`config.mk`:
```
export PLATFORM = sky130hd
export DESIGN_NAME = agc_seq_top
export DESIGN_NICKNAME = d
export VERILOG_FILES = /design/src/rtl/agc_pkg.sv /design/src/rtl/agc_reg_mem.sv /design/src/rtl/agc_seq_top.sv
export SDC_FILE = /design/constraint.sdc
export NUM_CORES = 1
export LEC_CHECK = 0
export BUFFER_PORTS_ARGS = -buffer_cell sky130_fd_sc_hd__buf_4
export CAP_MARGIN = 20
export CORE_MARGIN = 1
export CORE_UTILIZATION = 45
export CTS_BUF_LIST = sky130_fd_sc_hd__clkbuf_8
export DETAILED_ROUTE_END_ITERATION = 6
export SLEW_MARGIN = 0
export SYNTH_ARGS = -nofsm -noshare
export SYNTH_HDL_FRONTEND = slang
export SYNTH_SLANG_ARGS = --single-unit
```
`constraint.sdc`:
```
create_clock -name clk_i -period 5.1 [get_ports clk_i]
set_input_delay 0.51 -clock clk_i [delete_from_list [all_inputs] [get_ports clk_i]]
set_output_delay 0.51 -clock clk_i [all_outputs]
set_load 0.01 [all_outputs]
```
`src/rtl/agc_pkg.sv`:
```
// Purpose: Shared constants and types of the gain sequencer block
// Assumes: 40 MHz system clock, byte-wide control registers 1..7
// Notes: Timer scale and maximum gain base are plain defaults
package agc_pkg;
  // ----------------------------------------------------------------
  // Register map
  // ----------------------------------------------------------------
  localparam int REG_N = 8;
  localparam int REG_W = 8;
  localparam int REG_CTRL = 1;
  localparam int REG_ATK = 2;
  localparam int REG_REL = 3;
  localparam int REG_HOLD = 4;
  localparam int REG_FIXG = 5;
  localparam int REG_LIM = 6;
  localparam int REG_MAXG = 7;
  // Entry 0 is unmapped and reads zero
  localparam logic [REG_N*REG_W-1:0] REG_DEFAULTS =
    {8'hc2, 8'h3a, 8'h06, 8'h00, 8'h0b, 8'h05, 8'hc3, 8'h00};
  // ----------------------------------------------------------------
  // Field layout
  // ----------------------------------------------------------------
  localparam int CTRL_R_EN = 7;
  localparam int CTRL_L_EN = 6;
  localparam int CTRL_SWS = 5;
  localparam int CTRL_NG_EN = 0;
  localparam int TIME_W = 6;
  localparam int FIXG_W = 6;
  localparam int LIM_LSB = 0;
  localparam int LIM_W = 5;
  localparam int NGT_LSB = 5;
  localparam int NGT_W = 2;
  localparam int LIMDIS_BIT = 7;
  localparam int MAXG_LSB = 4;
  localparam int MAXG_W = 4;
  localparam int CR_LSB = 0;
  localparam int CR_W = 2;
  localparam int GAIN_W = 7;
  localparam logic [FIXG_W-1:0] FIXG_DEFAULT = 6'h06;
  localparam logic [FIXG_W-1:0] MAXG_BASE_DB = 6'h12;
  // ----------------------------------------------------------------
  // Timing
  // ----------------------------------------------------------------
  localparam int CLK_PERIOD_NS = 25;
  localparam int TICK_NS = 50000;
  localparam int TICK_CYC = (TICK_NS + CLK_PERIOD_NS - 1) / CLK_PERIOD_NS;
  localparam int STARTUP_MS = 5;
  localparam int STARTUP_CYC = (STARTUP_MS * 1000000 + CLK_PERIOD_NS - 1) / CLK_PERIOD_NS;
  localparam int TMR_W = 16;
  localparam logic [TMR_W-1:0] ATK_TICKS_PER_CODE = 16'h0002;
  localparam logic [TMR_W-1:0] REL_TICKS_PER_CODE = 16'h0112;
  localparam logic [TMR_W-1:0] HOLD_TICKS_PER_CODE = 16'h0112;
  // ----------------------------------------------------------------
  // Serial port
  // ----------------------------------------------------------------
  localparam logic [6:0] I2C_ADDR_DEF = 7'h58;
  localparam logic [3:0] BIT_LAST = 4'h8;
  typedef enum logic [3:0] {
    I_IDLE = 4'b0000,
    I_ADDR = 4'b0001,
    I_AACK = 4'b0010,
    I_REG = 4'b0011,
    I_RACK = 4'b0100,
    I_WDAT = 4'b0101,
    I_WACK = 4'b0110,
    I_RDAT = 4'b0111,
    I_MACK = 4'b1000
  } agc_i2c_st_t;
endpackage

```
`src/rtl/agc_reg_mem.sv`:
```
// Purpose: Control register store with registered read port
// Assumes: Entry 0 and entries at or above REG_N are unmapped
// Notes: Unmapped reads return zero, unmapped writes are dropped
module agc_reg_mem import agc_pkg::*; (
  input wire logic clk_i,
  input wire logic rst_i,
  input wire logic we_i,
  input wire logic [7:0] waddr_i,
  input wire logic [REG_W-1:0] wdata_i,
  input wire logic [7:0] raddr_i,
  output logic [REG_W-1:0] rdata_o,
  output logic [REG_N*REG_W-1:0] regs_o
);
  logic [REG_W-1:0] mem_q [REG_N];

  // Entry 0 keeps its zero default, writes to it are dropped
  for (genvar i = 0; i < REG_N; i++) begin : g_ent
    always_ff @(posedge clk_i) begin
      if (rst_i) begin
        mem_q[i] <= REG_DEFAULTS[i*REG_W +: REG_W];
      end else if (we_i && waddr_i == 8'(i) && i != 0) begin
        mem_q[i] <= wdata_i;
      end
    end
  end
  for (genvar j = 0; j < REG_N; j++) begin : g_flat
    assign regs_o[j*REG_W +: REG_W] = mem_q[j];
  end

  always_ff @(posedge clk_i) begin
    if (rst_i) begin
      rdata_o <= '0;
    end else if (raddr_i < 8'(REG_N)) begin
      rdata_o <= mem_q[raddr_i[2:0]];
    end else begin
      rdata_o <= '0;
    end
  end
endmodule // agc_reg_mem

```
`src/rtl/agc_seq_top.sv`:
```
// Purpose: Gain step sequencer with serial register port and start-up control
// Assumes: Level detector inputs are on clk_i; pins are asynchronous
// Notes: Gain is counted in half-dB steps from 0 dB

// Behaviour
// - Gain freezes while input stays below the noise gate threshold.
// - Automatic steps never raise gain above the programmed maximum gain.
// - Decrements need the attack interval elapsed since the last change.
// - Increments need the release interval elapsed since the last change.
// - Any gain change restarts attack, release and hold timing together.
// - First increment after a decrement waits hold if hold exceeds release.
// - Later increments, or all with hold off, use the release interval.
// - Pin high starts active logic; output stage enables 5 ms later.
// - After hardware reset, start at default fixed gain; arm above gate.
// - Leaving soft shutdown starts at the latest fixed gain, no ramp.
// - New fixed gain during playback is reached by timed steps.
// - Both amp enables low holds fixed gain; restart at fixed gain.
// - Clearing both amp enables disables both speaker amplifiers and stops gain steps; core and output stage stay on.
// - Soft shutdown disables amplifier functions, registers kept.
// - Shutdown pin low stops everything and restores register defaults.
// - Bytes move as 8 bits MSB first, each acknowledged.
// - Address byte is 7 bits plus direction; device acks it.
// - Any number of bytes accepted between start and stop.
// - Multi-byte reads return consecutive registers while master acks.
// - Each automatic adjustment moves gain by exactly one half-dB step.
// - Sequential write: first byte sets pointer, data fills next registers.
module agc_seq_top import agc_pkg::*; #(
  parameter int unsigned STARTUP_DELAY_CYC = STARTUP_CYC,
  parameter logic [6:0] DEV_ADDR = I2C_ADDR_DEF
) (
  input wire logic clk_i,
  input wire logic sys_rst_i,
  input wire logic shutdown_n_pin_i,
  input wire logic scl_i,
  input wire logic sda_i,
  output logic sda_o,
  output logic sda_oe_n_o,
  input wire logic above_gate_i,
  input wire logic dec_req_i,
  input wire logic inc_req_i,
  output logic [GAIN_W-1:0] gain_o,
  output logic core_active_o,
  output logic output_stage_en_o,
  output logic right_amp_enable_o,
  output logic left_amp_enable_o,
  output logic [LIM_W-1:0] limiter_level_o,
  output logic limiter_dis_o,
  output logic [NGT_W-1:0] gate_thresh_o,
  output logic [CR_W-1:0] comp_ratio_o
);
  localparam int SC_W = $clog2(STARTUP_DELAY_CYC + 1);
  localparam int TK_W = $clog2(TICK_CYC + 1);

  // ----------------------------------------------------------------
  // Pin synchronisers and reset
  // ----------------------------------------------------------------
  logic [2:0] scl_s;
  logic [2:0] sda_s;
  logic [1:0] sdz_s;
  logic rst;

  always_ff @(posedge clk_i) begin
    if (sys_rst_i) begin
      scl_s <= 3'h7;
      sda_s <= 3'h7;
      sdz_s <= 2'h0;
    end else begin
      scl_s <= {scl_s[1:0], scl_i};
      sda_s <= {sda_s[1:0], sda_i};
      sdz_s <= {sdz_s[0], shutdown_n_pin_i};
    end
  end

  // Pin low clears logic and registers alike
  assign rst = sys_rst_i | ~sdz_s[1];

  logic scl_rise;
  logic scl_fall;
  logic bus_start;
  logic bus_stop;
  assign scl_rise = scl_s[1] & ~scl_s[2];
  assign scl_fall = ~scl_s[1] & scl_s[2];
  assign bus_start = scl_s[1] & scl_s[2] & sda_s[2] & ~sda_s[1];
  assign bus_stop = scl_s[1] & scl_s[2] & ~sda_s[2] & sda_s[1];

  // ----------------------------------------------------------------
  // Register store
  // ----------------------------------------------------------------
  logic wr_q;
  logic [7:0] wr_addr_q;
  logic [REG_W-1:0] wr_dat_q;
  logic [7:0] ptr_q;
  logic [REG_W-1:0] rd_dat;
  logic [REG_N*REG_W-1:0] regs;

  agc_reg_mem u_mem (
    .clk_i(clk_i),
    .rst_i(rst),
    .we_i(wr_q),
    .waddr_i(wr_addr_q),
    .wdata_i(wr_dat_q),
    .raddr_i(ptr_q),
    .rdata_o(rd_dat),
    .regs_o(regs)
  );

  logic [REG_W-1:0] r_ctrl;
  logic [REG_W-1:0] r_lim;
  logic [REG_W-1:0] r_maxg;
  logic [TIME_W-1:0] atk_f;
  logic [TIME_W-1:0] rel_f;
  logic [TIME_W-1:0] hold_f;
  logic [FIXG_W-1:0] fix_f;
  assign r_ctrl = regs[REG_CTRL*REG_W +: REG_W];
  assign r_lim = regs[REG_LIM*REG_W +: REG_W];
  assign r_maxg = regs[REG_MAXG*REG_W +: REG_W];
  assign atk_f = regs[REG_ATK*REG_W +: TIME_W];
  assign rel_f = regs[REG_REL*REG_W +: TIME_W];
  assign hold_f = regs[REG_HOLD*REG_W +: TIME_W];
  assign fix_f = regs[REG_FIXG*REG_W +: FIXG_W];

  logic soft_shutdown;
  logic ng_en;
  assign soft_shutdown = r_ctrl[CTRL_SWS];
  assign ng_en = r_ctrl[CTRL_NG_EN];
  assign limiter_level_o = r_lim[LIM_LSB +: LIM_W];
  assign limiter_dis_o = r_lim[LIMDIS_BIT];
  assign gate_thresh_o = r_lim[NGT_LSB +: NGT_W];
  assign comp_ratio_o = r_maxg[CR_LSB +: CR_W];

  // ----------------------------------------------------------------
  // Serial slave
  // ----------------------------------------------------------------
  agc_i2c_st_t st_q;
  logic [3:0] cnt_q;
  logic [7:0] sh_q;
  logic [7:0] tx_q;
  logic rw_q;
  logic drive_q;

  always_ff @(posedge clk_i) begin
    if (rst) begin
      st_q <= I_IDLE;
      cnt_q <= '0;
      sh_q <= '0;
      tx_q <= '0;
      rw_q <= 1'b0;
      drive_q <= 1'b0;
      ptr_q <= '0;
      wr_q <= 1'b0;
      wr_addr_q <= '0;
      wr_dat_q <= '0;
    end else begin
      wr_q <= 1'b0;
      if (bus_start) begin
        st_q <= I_ADDR;
        cnt_q <= '0;
        drive_q <= 1'b0;
      end else if (bus_stop) begin
        st_q <= I_IDLE;
        drive_q <= 1'b0;
      end else begin
        case (st_q)
          I_ADDR, I_REG, I_WDAT: begin
            if (scl_rise) begin
              sh_q <= {sh_q[6:0], sda_s[1]};
              cnt_q <= cnt_q + 4'h1;
            end else if (scl_fall && cnt_q == BIT_LAST) begin
              cnt_q <= '0;
              drive_q <= 1'b1;
              if (st_q == I_ADDR) begin
                if (sh_q[7:1] == DEV_ADDR) begin
                  rw_q <= sh_q[0];
                  st_q <= I_AACK;
                end else begin
                  drive_q <= 1'b0;
                  st_q <= I_IDLE;
                end
              end else if (st_q == I_REG) begin
                ptr_q <= sh_q;
                st_q <= I_RACK;
              end else begin
                wr_q <= 1'b1;
                wr_addr_q <= ptr_q;
                wr_dat_q <= sh_q;
                ptr_q <= ptr_q + 8'h01;
                st_q <= I_WACK;
              end
            end
          end
          I_AACK: begin
            if (scl_fall) begin
              if (rw_q) begin
                tx_q <= rd_dat;
                drive_q <= ~rd_dat[7];
                ptr_q <= ptr_q + 8'h01;
                st_q <= I_RDAT;
              end else begin
                drive_q <= 1'b0;
                st_q <= I_REG;
              end
            end
          end
          I_RACK, I_WACK: begin
            if (scl_fall) begin
              drive_q <= 1'b0;
              st_q <= I_WDAT;
            end
          end
          I_RDAT: begin
            if (scl_rise) begin
              cnt_q <= cnt_q + 4'h1;
            end else if (scl_fall) begin
              if (cnt_q == BIT_LAST) begin
                cnt_q <= '0;
                drive_q <= 1'b0;
                st_q <= I_MACK;
              end else begin
                tx_q <= {tx_q[6:0], 1'b0};
                drive_q <= ~tx_q[6];
              end
            end
          end
          I_MACK: begin
            if (scl_rise && sda_s[1]) begin
              st_q <= I_IDLE;
            end else if (scl_fall) begin
              tx_q <= rd_dat;
              drive_q <= ~rd_dat[7];
              ptr_q <= ptr_q + 8'h01;
              st_q <= I_RDAT;
            end
          end
          default: begin
            drive_q <= 1'b0;
          end
        endcase
      end
    end
  end

  assign sda_o = 1'b0;
  assign sda_oe_n_o = ~drive_q;

  // ----------------------------------------------------------------
  // Start-up sequencing
  // ----------------------------------------------------------------
  logic [SC_W-1:0] start_cnt_q;
  logic stage_q;

  always_ff @(posedge clk_i) begin
    if (rst) begin
      start_cnt_q <= '0;
      stage_q <= 1'b0;
    end else if (!stage_q) begin
      if (start_cnt_q == SC_W'(STARTUP_DELAY_CYC - 1)) begin
        stage_q <= 1'b1;
      end else begin
        start_cnt_q <= start_cnt_q + 1'b1;
      end
    end
  end

  assign core_active_o = ~rst & ~soft_shutdown;
  assign output_stage_en_o = stage_q & ~soft_shutdown;
  assign right_amp_enable_o = stage_q & ~soft_shutdown & r_ctrl[CTRL_R_EN];
  assign left_amp_enable_o = stage_q & ~soft_shutdown & r_ctrl[CTRL_L_EN];

  // ----------------------------------------------------------------
  // Gain sequencer
  // ----------------------------------------------------------------
  logic [TK_W-1:0] tick_cnt_q;
  logic tick;
  logic tmr_clr;
  // Prescaler restarts with the timer on each gain step so intervals are not cut short
  always_ff @(posedge clk_i) begin
    if (rst || tick || tmr_clr) begin
      tick_cnt_q <= '0;
    end else begin
      tick_cnt_q <= tick_cnt_q + 1'b1;
    end
  end
  assign tick = tick_cnt_q == TK_W'(TICK_CYC - 1);

  logic [TMR_W-1:0] atk_lim;
  logic [TMR_W-1:0] rel_lim;
  logic [TMR_W-1:0] hold_lim;
  logic [TMR_W-1:0] inc_lim;
  logic hold_use;
  assign atk_lim = TMR_W'(TMR_W'(atk_f) * ATK_TICKS_PER_CODE);
  assign rel_lim = TMR_W'(TMR_W'(rel_f) * REL_TICKS_PER_CODE);
  assign hold_lim = TMR_W'(TMR_W'(hold_f) * HOLD_TICKS_PER_CODE);
  assign hold_use = (hold_f != '0) && (hold_lim > rel_lim);

  logic [GAIN_W-1:0] gain_q;
  logic [TMR_W-1:0] tmr_q;
  logic last_dn_q;
  logic armed_q;
  logic agc_run;
  logic freeze;
  logic [GAIN_W-1:0] fix_half;
  logic [GAIN_W-1:0] max_half;
  logic dn_need;
  logic up_need;
  logic step_dn;
  logic step_up;

  assign fix_half = {1'b0, fix_f} << 1;
  assign max_half = GAIN_W'({1'b0, MAXG_BASE_DB + FIXG_W'(r_maxg[MAXG_LSB +: MAXG_W])} << 1);
  assign agc_run = stage_q & ~soft_shutdown & (r_ctrl[CTRL_R_EN] | r_ctrl[CTRL_L_EN]);
  assign freeze = ~armed_q | (ng_en & ~above_gate_i);
  assign inc_lim = (last_dn_q && hold_use) ? hold_lim : rel_lim;
  assign dn_need = dec_req_i | (gain_q > max_half) | (~inc_req_i & (gain_q > fix_half));
  assign up_need = ~dec_req_i & (inc_req_i | (gain_q < fix_half));
  assign step_dn = agc_run & ~freeze & dn_need & (tmr_q >= atk_lim) & (gain_q != '0);
  assign step_up = agc_run & ~freeze & up_need & ~step_dn & (tmr_q >= inc_lim)
                   & (gain_q < max_half);
  assign tmr_clr = step_dn | step_up;

  always_ff @(posedge clk_i) begin
    if (rst) begin
      gain_q <= {1'b0, FIXG_DEFAULT} << 1;
      armed_q <= 1'b0;
      tmr_q <= '0;
      last_dn_q <= 1'b0;
    end else if (!agc_run) begin
      gain_q <= fix_half;
      armed_q <= 1'b0;
      tmr_q <= '0;
      last_dn_q <= 1'b0;
    end else begin
      if (above_gate_i) begin
        armed_q <= 1'b1;
      end
      if (step_dn || step_up) begin
        tmr_q <= '0;
        last_dn_q <= step_dn;
        gain_q <= step_dn ? gain_q - 1'b1 : gain_q + 1'b1;
      end else if (tick && tmr_q != '1) begin
        tmr_q <= tmr_q + 1'b1;
      end
    end
  end

  assign gain_o = gain_q;

  // ----------------------------------------------------------------
  // Checks
  // ----------------------------------------------------------------
  gate_freeze_a: assert property (@(posedge clk_i) disable iff (rst)
    agc_run && $past(agc_run) && ng_en && !$past(above_gate_i) && $past(ng_en) |-> gain_q == $past(gain_q))
    else $error("gain moved below noise gate");
  max_gain_a: assert property (@(posedge clk_i) disable iff (rst)
    agc_run && $past(agc_run) && gain_q > $past(gain_q) |-> gain_q <= max_half)
    else $error("gain raised above maximum");
  attack_gap_a: assert property (@(posedge clk_i) disable iff (rst)
    step_dn |-> tmr_q >= atk_lim && !step_up)
    else $error("decrement before attack interval");
  release_gap_a: assert property (@(posedge clk_i) disable iff (rst)
    step_up && !(last_dn_q && hold_use) |-> tmr_q >= rel_lim)
    else $error("increment before release interval");
  timer_restart_a: assert property (@(posedge clk_i) disable iff (rst)
    (step_up || step_dn) |=> tmr_q == '0 ##1 tmr_q <= 16'h0001)
    else $error("timers not restarted on gain change");
  hold_wait_a: assert property (@(posedge clk_i) disable iff (rst)
    step_up && last_dn_q && hold_use |-> tmr_q >= hold_lim)
    else $error("first increment did not wait hold");
  step_size_a: assert property (@(posedge clk_i) disable iff (rst)
    agc_run && $past(agc_run) && gain_q != $past(gain_q)
      |-> gain_q == $past(gain_q) + 7'h01 || gain_q == $past(gain_q) - 7'h01)
    else $error("gain step not one half dB");
  stage_delay_a: assert property (@(posedge clk_i) disable iff (rst)
    $rose(stage_q) |-> $past(start_cnt_q) == SC_W'(STARTUP_DELAY_CYC - 1))
    else $error("output stage enabled at wrong time");
  fixed_hold_a: assert property (@(posedge clk_i) disable iff (rst)
    !agc_run |=> gain_q == $past(fix_half))
    else $error("gain not at fixed gain while stopped");
  addr_ack_a: assert property (@(posedge clk_i) disable iff (rst)
    st_q == I_AACK && $past(st_q) == I_ADDR |-> !sda_oe_n_o && $past(sh_q[7:1]) == DEV_ADDR)
    else $error("address ack mismatch");
  wr_seq_a: assert property (@(posedge clk_i) disable iff (rst)
    wr_q |-> ptr_q == wr_addr_q + 8'h01)
    else $error("write pointer not advanced");
endmodule // agc_seq_top

```
# After elaboration in Yosys (flattened, before gate mapping)
# Memory sizes are Yosys's and may differ from the RTL's. A register that Yosys moved wholly into a read port is not among the register bits.
# Index checks and enable logic that the tools add are counted.
# word_totals
regBits	113
ramBits	64
input_bits	8
memories	1
# op_classes
n_addsub	8
n_mul	2
n_lt_le_gt_ge	8
eq_ne	45
mux	89
n_bitwise	64
n_reduce_logical	40
# mem_list
name	depth	word_bits	read_ports	rd_clocked_by_memory_dff	wr	line_no	rtl
u_mem.mem_q	8	8	8	1	8	agc_reg_mem.sv:14	logic [REG_W-1:0] mem_q [REG_N];
# ops
operator	count
$mux 8	15
$mux 7	10
$mux 4	15
$mux 1	40
$eq 8x3->1 const B	4
$mul 6x8->14 const B	2
$ne 4x4->1 const B	7
$not 1->1	27
$ne 2x2->1 const B	12
$pmux 8 s3	1
$and 1x1->1	23
$pmux 7 s3	1
$pmux 4 s5	1
$reduce_and 10->1	2
$add 18x1->18 const B	1
$eq 18x18->1 const B	1
$reduce_and 9->1	2
$add 16x1->16 const B	1
$eq 4x3->1 const B	4
$eq 8x2->1 const B	2
$ge 16x15->1	1
$ge 16x7->1	1
$ne 16x16->1 const B	1
$gt 15x15->1	1
other kinds (39)	81

# Depth between registers and ports, before layout
# Gate-level depths: netlist of run 1.
# logic_depth
ltp_word	15
ltp_mapped	27
ltp_nobuf	25

# Cells and area by module
# From an unflattened synthesis of run 1, not the netlist that was laid out.
# hier_totals
hier_cells	1078
area_unflattened_um2	10636.5
# modules_own_cells
mod	n_inst	cells_per_inst	area_per_inst_um2	seq_area_each_um2
agc_seq_top	1	872	7591.0	2262.2
agc_reg_mem	1	206	3045.4	1841.8

# Worst setup path before layout of run 1
# No wires, ideal clock.
# synth_path
path_kind	flip-flop to flip-flop
from	memory u_mem.mem_q[4][5]
to	register gain_q[0] (netlist: gain_o[0])
setup_time_ps	139
arrival_ps	5510
setup_slack_ps	-548
path_stages_with_launch	24
path_cell_list	edfxtp_1 -> ha_1 -> ha_1 -> ha_1 -> fa_1 -> a21o_1 -> a31o_2 -> a21o_1 -> xor2_1 -> ha_1 -> nand4_1 -> nor2_1 -> a21oi_1 -> a221oi_2 -> buf_2 -> mux2i_1 -> ha_1 -> a22o_1 -> o41ai_1 -> o2111ai_1 -> a22oi_2 -> buf_2 -> xor2_1 -> nor3_1
# synth_lines
element	line_no	rtl
start, declared	agc_reg_mem.sv:14	
end signal, assigned	agc_seq_top.sv:322	gain_q <= {1'b0, FIXG_DEFAULT} << 1;
end signal, assigned	agc_seq_top.sv:327	gain_q <= fix_half;
end signal, assigned	agc_seq_top.sv:338	gain_q <= step_dn ? gain_q - 1'b1 : gain_q + 1'b1;
end, declared	agc_seq_top.sv:295	logic [GAIN_W-1:0] gain_q;

==> results of run 1 <==
## worst paths after layout
check | from | to | slack, ps
hold reg to reg | sda_s[0] | sda_s[1] | 420
setup / recovery | u_mem.mem_q[4][2] | tmr_q[10] | -600
hold / removal | sda_i | sda_s[0] | 210
setup reg to reg | u_mem.mem_q[4][2] | tmr_q[10] | -600
## metal layers
metal | global-route usage | up-vias | wire, um
met4 | 0.0688 | 0 | 478
met1 | 0.300 | 3876 | 12200
met3 | 0.0381 | 31 | 1010
met2 | 0.350 | 156 | 11700
li1 | - | 4156 | -
met5 | 0 | - | 0
## stage by stage
stage	util	setup WS, ps	std cells	hold WS (ps)	total power, mW
floorplan	-	-290	1136	389	1.58
global placement	0.495	-406	1455	393	1.63
detailed placement	0.495	-557	1456	395	1.63
CTS	0.518	-456	1496	183	2.61
global route	0.531	-830	1502	178	2.70
finish	0.531	-603	1502	213	2.60
## kinds of logic after synthesis
family,Yosys count,share of synthesized area
AND/OR/NAND/NOR,457,0.227
flip-flops,177,0.393
multiplexers,43,0.0512
buffers and inverters,106,0.0447
adder cells (fa/ha/maj),95,0.116
AO/OA/AOI/OAI,199,0.119
XOR/XNOR,58,0.0487
other,1,0.000359
## where the power goes
group	switching [mW]	total, mW	internal (mW)
logic	0.0773	0.151	0.0738
clock network	0.563	0.981	0.418
registers	0.00744	1.46	1.46
total	0.647	2.60	1.95
## Yosys cell counts, types with 5 or more instances
| master | number | area, um2 |
|---|---|---|
| or3_1 | 23 | 144 |
| nand3_1 | 42 | 210 |
| ha_1 | 92 | 1150 |
| nor2b_1 | 14 | 87.6 |
| nor4_1 | 6 | 37.5 |
| nand2b_1 | 17 | 106 |
| and2_1 | 46 | 288 |
| inv_1 | 53 | 199 |
| and3_1 | 15 | 93.8 |
| xor2_1 | 28 | 245 |
| mux2i_1 | 32 | 320 |
| clkbuf_1 | 27 | 101 |
| o211ai_1 | 7 | 52.6 |
| o21ai_0 | 28 | 140 |
| dfxtp_1 | 121 | 2420 |
| nor2_1 | 127 | 477 |
| mux4_2 | 8 | 180 |
| xnor2_1 | 30 | 263 |
| o31ai_1 | 5 | 37.5 |
| a211oi_1 | 19 | 143 |
| a21o_1 | 9 | 67.6 |
| o21bai_1 | 5 | 37.5 |
| buf_4 | 12 | 90.1 |
| o21ai_1 | 8 | 40.0 |
| or2_2 | 7 | 43.8 |
| a21oi_1 | 85 | 425 |
| nand4_1 | 14 | 87.6 |
| edfxtp_1 | 56 | 1680 |
| nand2_1 | 94 | 353 |
| nor3_1 | 18 | 90.1 |
| buf_2 | 13 | 65.1 |
## sequential cells by signal, indices dropped and copies added, names as in the netlist
signal,flops
tick_cnt_q,11
tmr_q,16
rw_q,1
u_mem.mem_q,56
scl_s,3
gain_o,7
last_dn_q,1
start_cnt_q,18
u_mem.rdata_o,8
sda_s,3
drive_q,1
sh_q,8
wr_dat_q,8
wr_addr_q,8
cnt_q,4
st_q,4
ptr_q,8
stage_q,1
tx_q,7
armed_q,1
sdz_s,2
wr_q,1
## what timing repair did
| item | 4_1_cts | 5_1_grt |
|---|---|---|
| buffers inserted | 6 | 6 |
| setup endpoints to repair | 35 | 35 |
| gates cloned | 2 | 1 |
| pin swaps | 14 | 30 |
| resized for setup | 15 | 52 |
## cell type report
| class | instances | area [um2] |
|---|---|---|
| tap | 285 | 357 |
| clock buffer | 18 | 248 |
| fill | 2051 | 10700 |
| clock inverter | 14 | 145 |
| sequential | 177 | 4100 |
| multi-input combinational | 853 | 6170 |
| inverter | 53 | 199 |
| timing repair buffer | 102 | 837 |
==> impl_results.md, run 1 <==
- RSZ-0062 raised after global routing: yes
- Max Fclk: about 0.18 GHz
- DR vias/cell: approximately 5.5
- Yosys warns: 0
- Gpl congestion: 0.835
- Slowest CP cell: edfxtp_1
- Post-Synthesis Cells: between 1000 and 1500
- CTS tree: yes
- CP max FO: 8
- P per Cell Area: 215 nW/um2
- CTS buffer count: 17
- Buffers on Ports: 29
- Die height: 154 um
- Most common cell after layout, fill and taps aside: dfxtp_1
- Clk_skew: around 26 ps
- Largest net degree at the start of global routing: slightly above 70
- Max VDD drop: ~130 uV
- Area growth from synthesis to layout: 15.5%
- Initial Util: 0.460
- Worst setup path class: reg -> reg
- Netlist cell types: between 70 and 80
- HPWL Detailed: 18100 um
- Final min period: between 5000 and 6000 ps
- CP delay by family, top: compound AO/OA/AOI/OAI gates
- DRT Pass-1 Iters: 5
- Antenna cell count: 0
- I/O pins: 31
- Die area: around 24000 um2
- Worst Path Arrival: 6110 ps
- DRC: 0
- Final Hold Fails: 0
- Worst Setup End Kind: flop
- Final nets: between 1000 and 1500
- TritonCTS Sinks: roughly 180
- Hold path cells: 2
- Die Wd: roughly 150 um
- DRT iter0 DRCs: 474
- Worst setup margin: -603 ps
- Final WL: approximately 25000 um
- DR WL/cell: about 17 um
- Dominant synthesized flop cell: dfxtp_1
- Worst endpoint required time: roughly 5500 ps
- Post-synthesis average cell area: ~9.2 um2
- Row count: 55
- Layout cell share with drive strength beyond 1: 0.182
- Sequential fraction of the synthesis area: 0.393
- R2R depth: 24
- Setup Total Neg Slack: -19400 ps
- Post-CTS Hold Buffers: 0
- Vias in the first global route: 7741
- Asr flop ratio synth: 0
- Max-slew violation count: 0
- Number of H-tree levels: 4
- Worst min-delay path category: in -> reg
- Final setup violation count: 35
- Clk buf depth: 2
- Run status: finished with violations
- Dpl cell area: ~11000 um2
- Number of enable flip-flop cells after synthesis: between 50 and 60
- Cell chain of the critical path: ha_4 > ha_4 > ha_4 > fa_2 > a21o_1 > a31o_2 > a21o_1 > xor2_2 > ha_4 > o21a_1 > o21ai_1 > a21o_1 > a221oi_4 > buf_6 > mux2i_2 > ha_1 > a22o_1 > o41ai_2 > o2111ai_2 > a22oi_2 > buf_6 > nand3_4 > clkbuf_16 > nor2_1
- CP dominant cell by count: ha_4
- Worst-path clk slew: about 110 ps
- CTS root buf: clkbuf_8
- Syn_nets: ~1200
- CP bufs+invs: 3
- Post-DRT Antenna Nets: 0
- Grt total ovfl: 0
- Post-Syn Area: about 10000 um2
- Stages on worst setup path: 24
- Vias after detailed routing: slightly above 8000
- Slowest Stage Delay on Critical Path: ~450 ps
- Max Cap Viol: 0
- Most frequent cells in the layout: 121 x dfxtp_1, 108 x nor2_1, 94 x nand2_1, 91 x buf_4, 85 x ha_1
- First-pass GRT wire length: 40800 um
- Max_slew headroom: 0.344
- Final instance area: 12100 um2
- Fin crit share: 1.12
- Initial antenna violation count: 0
- Worst skew pair latency: 470 ps
- P_leak: approximately 4.6 nW
- Failing checks: negative setup slack
- Slew @ Worst Pin: just under 1000 ps
- Synthesized flop and latch total: 177
- Core Region: around 23000 um2
- Total GRT Usage: 0.218
- Crit path launch type: flop
Power figures use the tool's default switching activity.
==> inputs of run 2 (changes only) <==
SKIP_LAST_GASP = 1   (was not set)
==> run 2 against run 1 <==
  * Critical path depth unchanged
  * Via count is 0.33% higher
  * Sequential share of layout area unchanged
  * Die area stayed put
  * Non-clock buffer count stayed put
  * Clock-buffer cell count unchanged
  * The run still ends with negative setup slack left
  * Final cell count did not move
  * Sequential power about the same
  * Maximum frequency rose by 0.13%
  * Clock skew rose by 2.8 ps
  * First-iteration DRC count is 4.4% higher
==> impl_results.md, run 2 (synthesis results as in run 1) <==
- Final min period: 5700 ps (-7.31 ps)
- First-pass GRT wire length: 40800 um (about the same)
- P per Cell Area: 215 nW/um2 (about the same)
- Max FFs per register: 56 (unchanged)
- DR vias/cell: 5.49 (+0.33%)
- Pint: 1.95 mW (about the same)
- Vias in the first global route: 7735 (-0.078%)
- DR WL/cell: 16.8 um (about the same)
- Top flop regs: u_mem.mem_q (56), start_cnt_q (18), tmr_q (16)
- Number of H-tree levels: 4 (unchanged)
- Die height: 154 um (unchanged)
- Crit path launch type: flop
- Final WL: 25300 um (about the same)
- Layout cell share with drive strength beyond 1: 0.182 (unchanged)
- Initial Util: 0.460 (unchanged)
- Worst Setup End Kind: flop
- Die Wd: 154 um (unchanged)
- I/O pins: 31 (unchanged)
- Largest net degree at the start of global routing: 71 (unchanged)
- Fillers: 2051 (unchanged)
- Worst R2R End: tmr_q[10]
- Most frequent cells in the layout: 121 x dfxtp_1, 108 x nor2_1, 94 x nand2_1, 91 x buf_4, 85 x ha_1
- CTS buffer count: 17 (unchanged)
- Vias after detailed routing: 8246 (+0.33%)
- Switching fraction of total power: 0.249 (about the same)
- Comb power frac: 0.058 (about the same)
- DRC: 0 (unchanged)
- Area growth from synthesis to layout: 15.5% (unchanged)
- Post-DRT Antenna Nets: 0 (unchanged)
- Worst setup margin: -595 ps (+7.31 ps)
- Final Hold Fails: 0 (unchanged)
- Worst Path Arrival: 6100 ps (about the same)
- Fin cells: 1502 (unchanged)
- CP max FO: 8 (unchanged)
- TritonCTS Sinks: 177 (unchanged)
- Core Region: 22700 um2 (unchanged)
- Max Fclk: 0.176 GHz (+0.13%)
- Worst-path clk slew: 110 ps (about the same)
- Worst hold endpoint: sda_s[0]
- Initial antenna violation count: 0 (unchanged)
- Post-CTS Hold Buffers: 0 (unchanged)
- Pre-CTS setup slack: -557 ps (unchanged)
- Hold path cells: 2 (unchanged)
- Fin crit share: 1.12 (-0.00143)
- Dpl cell area: 11200 um2 (unchanged)
- Worst min-delay path category: in -> reg
- P_sw: 0.647 mW (-0.11%)
- Row count: 55 (unchanged)
- Gpl congestion: 0.835 (unchanged)
- Dpl cells: 1456 (unchanged)
- Hold Startpoint: sda_i
- Worst setup path class: reg -> reg
- Worst Hold Slack: 210 ps (-3.05 ps)
- Run status: finished with violations
- RSZ-0062 raised after global routing: yes
- DRT iter0 DRCs: 495 (+4.4%)
- Final instance area: 12100 um2 (unchanged)
- Worst skew pair latency: 480 ps (about the same)
- Reg-to-Reg Start: u_mem.mem_q[4][2]
- Worst endpoint required time: 5510 ps (about the same)
- HPWL Detailed: 18100 um (unchanged)
- Most common cell after layout, fill and taps aside: dfxtp_1
- R2R depth: 24 (unchanged)
- Clk buf depth: 2 (unchanged)
- Grt total ovfl: 0 (unchanged)
- Setup Total Neg Slack: -19100 ps (+299 ps)
- Antenna cell count: 0 (unchanged)
- Max VDD drop: 133 uV (+0.12%)
- DRT Pass-1 Iters: 6 (+1)
- Die area: 23800 um2 (unchanged)
- Final nets: 1307 (unchanged)
- P_leak: 4.57 nW (unchanged)
- Slew @ Worst Pin: 961 ps (-14.8 ps)
- Buffers on Ports: 29 (unchanged)
- CTS tree: yes
- Total GRT Usage: 0.218 (about the same)
- CTS root buf: clkbuf_8
- Failing checks: negative setup slack
- Clock network fraction of design power: 0.378 (about the same)
- Max-slew violation count: 0 (unchanged)
- Max_slew headroom: 0.355 (+0.0110)
- Clk_skew: 29.1 ps (+2.77 ps)
- Max Cap Viol: 0 (unchanged)
- Sequential share of power: 0.564 (about the same)
- Worst reg2reg setup slack: -600 ps (about the same)
- Top reg by flops: u_mem.mem_q
- Final setup violation count: 35 (unchanged)
## run 2: cell counts in the layout (fill, tap and decap cells not counted)
No cell type changed its count.
## run 2: worst max path at each step
stage	from	to
5_1_grt	u_mem.mem_q[3][5]	tmr_q[4]
3_3_place_gp	u_mem.mem_q[4][2]	gain_o[0]
3_5_place_dp	u_mem.mem_q[4][2]	gain_o[0]
6_report	u_mem.mem_q[4][2]	tmr_q[10]
2_1_floorplan	u_mem.mem_q[4][2]	gain_o[0]
4_1_cts	u_mem.mem_q[4][5]	tick_cnt_q[2]
## run 2: layout make-up
type / count / area (um2) / share of cell area
Clock buffer: 18 / 248 / 0.0205
Clock inverter: 14 / 145 / 0.0120
Inverter: 53 / 199 / 0.0165
Multi-Input combinational cell: 853 / 6170 / 0.512
Sequential cell: 177 / 4100 / 0.340
Tap cell: 285 / 357 / 0.0296
Timing Repair Buffer: 102 / 837 / 0.0694
## run 2: power by group through the flow
stage / combinational, mW / clock, mW / sequential, mW
4_1_cts: 0.141 / 1.01 / 1.46
3_5_place_dp: 0.135 / 0 / 1.50
5_1_grt: 0.168 / 1.07 / 1.47
6_report: 0.151 / 0.980 / 1.46
2_1_floorplan: 0.0818 / 0 / 1.49
3_3_place_gp: 0.133 / 0 / 1.50
## run 2: per-layer routing
layer  up-vias  routed length, um  track usage
met2       147              11800        0.350
met5         -                  0            0
met3        29                932       0.0381
met1      3916              12100        0.299
met4         0                468       0.0684
li1       4154                  -            -
## run 2: repair_timing
action | 4_1_cts | 5_1_grt
cloned | 2 | 1
hold endpoints to repair | 0 | 0
setup buffers | 6 | 6
gates resized for setup | 15 | 52
endpoints found under the setup margin | 35 | 35
pin swaps | 13 | 31
## run 2: critical path, stage by stage, from the launching register on
cell and delay [ps]:
edfxtp_1 450, ha_4 300, ha_4 190, ha_4 160, fa_2 360, a21o_1 180, a31o_2 240, a21o_1 180
xor2_2 170, ha_4 280, o21a_1 150, o21ai_1 80, a21o_1 190, a221oi_4 310, buf_6 170, mux2i_2 220
ha_1 270, a22o_1 220, o41ai_2 350, o2111ai_2 260, a22oi_2 270, buf_6 150, nand3_4 130, clkbuf_16 250
nor2_1 70
## run 2: per-stage QoR
| step | power (mW) | utilization |
|---|---|---|
| after CTS | 2.61 | 0.518 |
| after detailed placement | 1.63 | 0.495 |
| after global placement | 1.63 | 0.495 |
| after global routing | 2.70 | 0.531 |
| after floorplan | 1.58 | - |
| final | 2.59 | 0.531 |
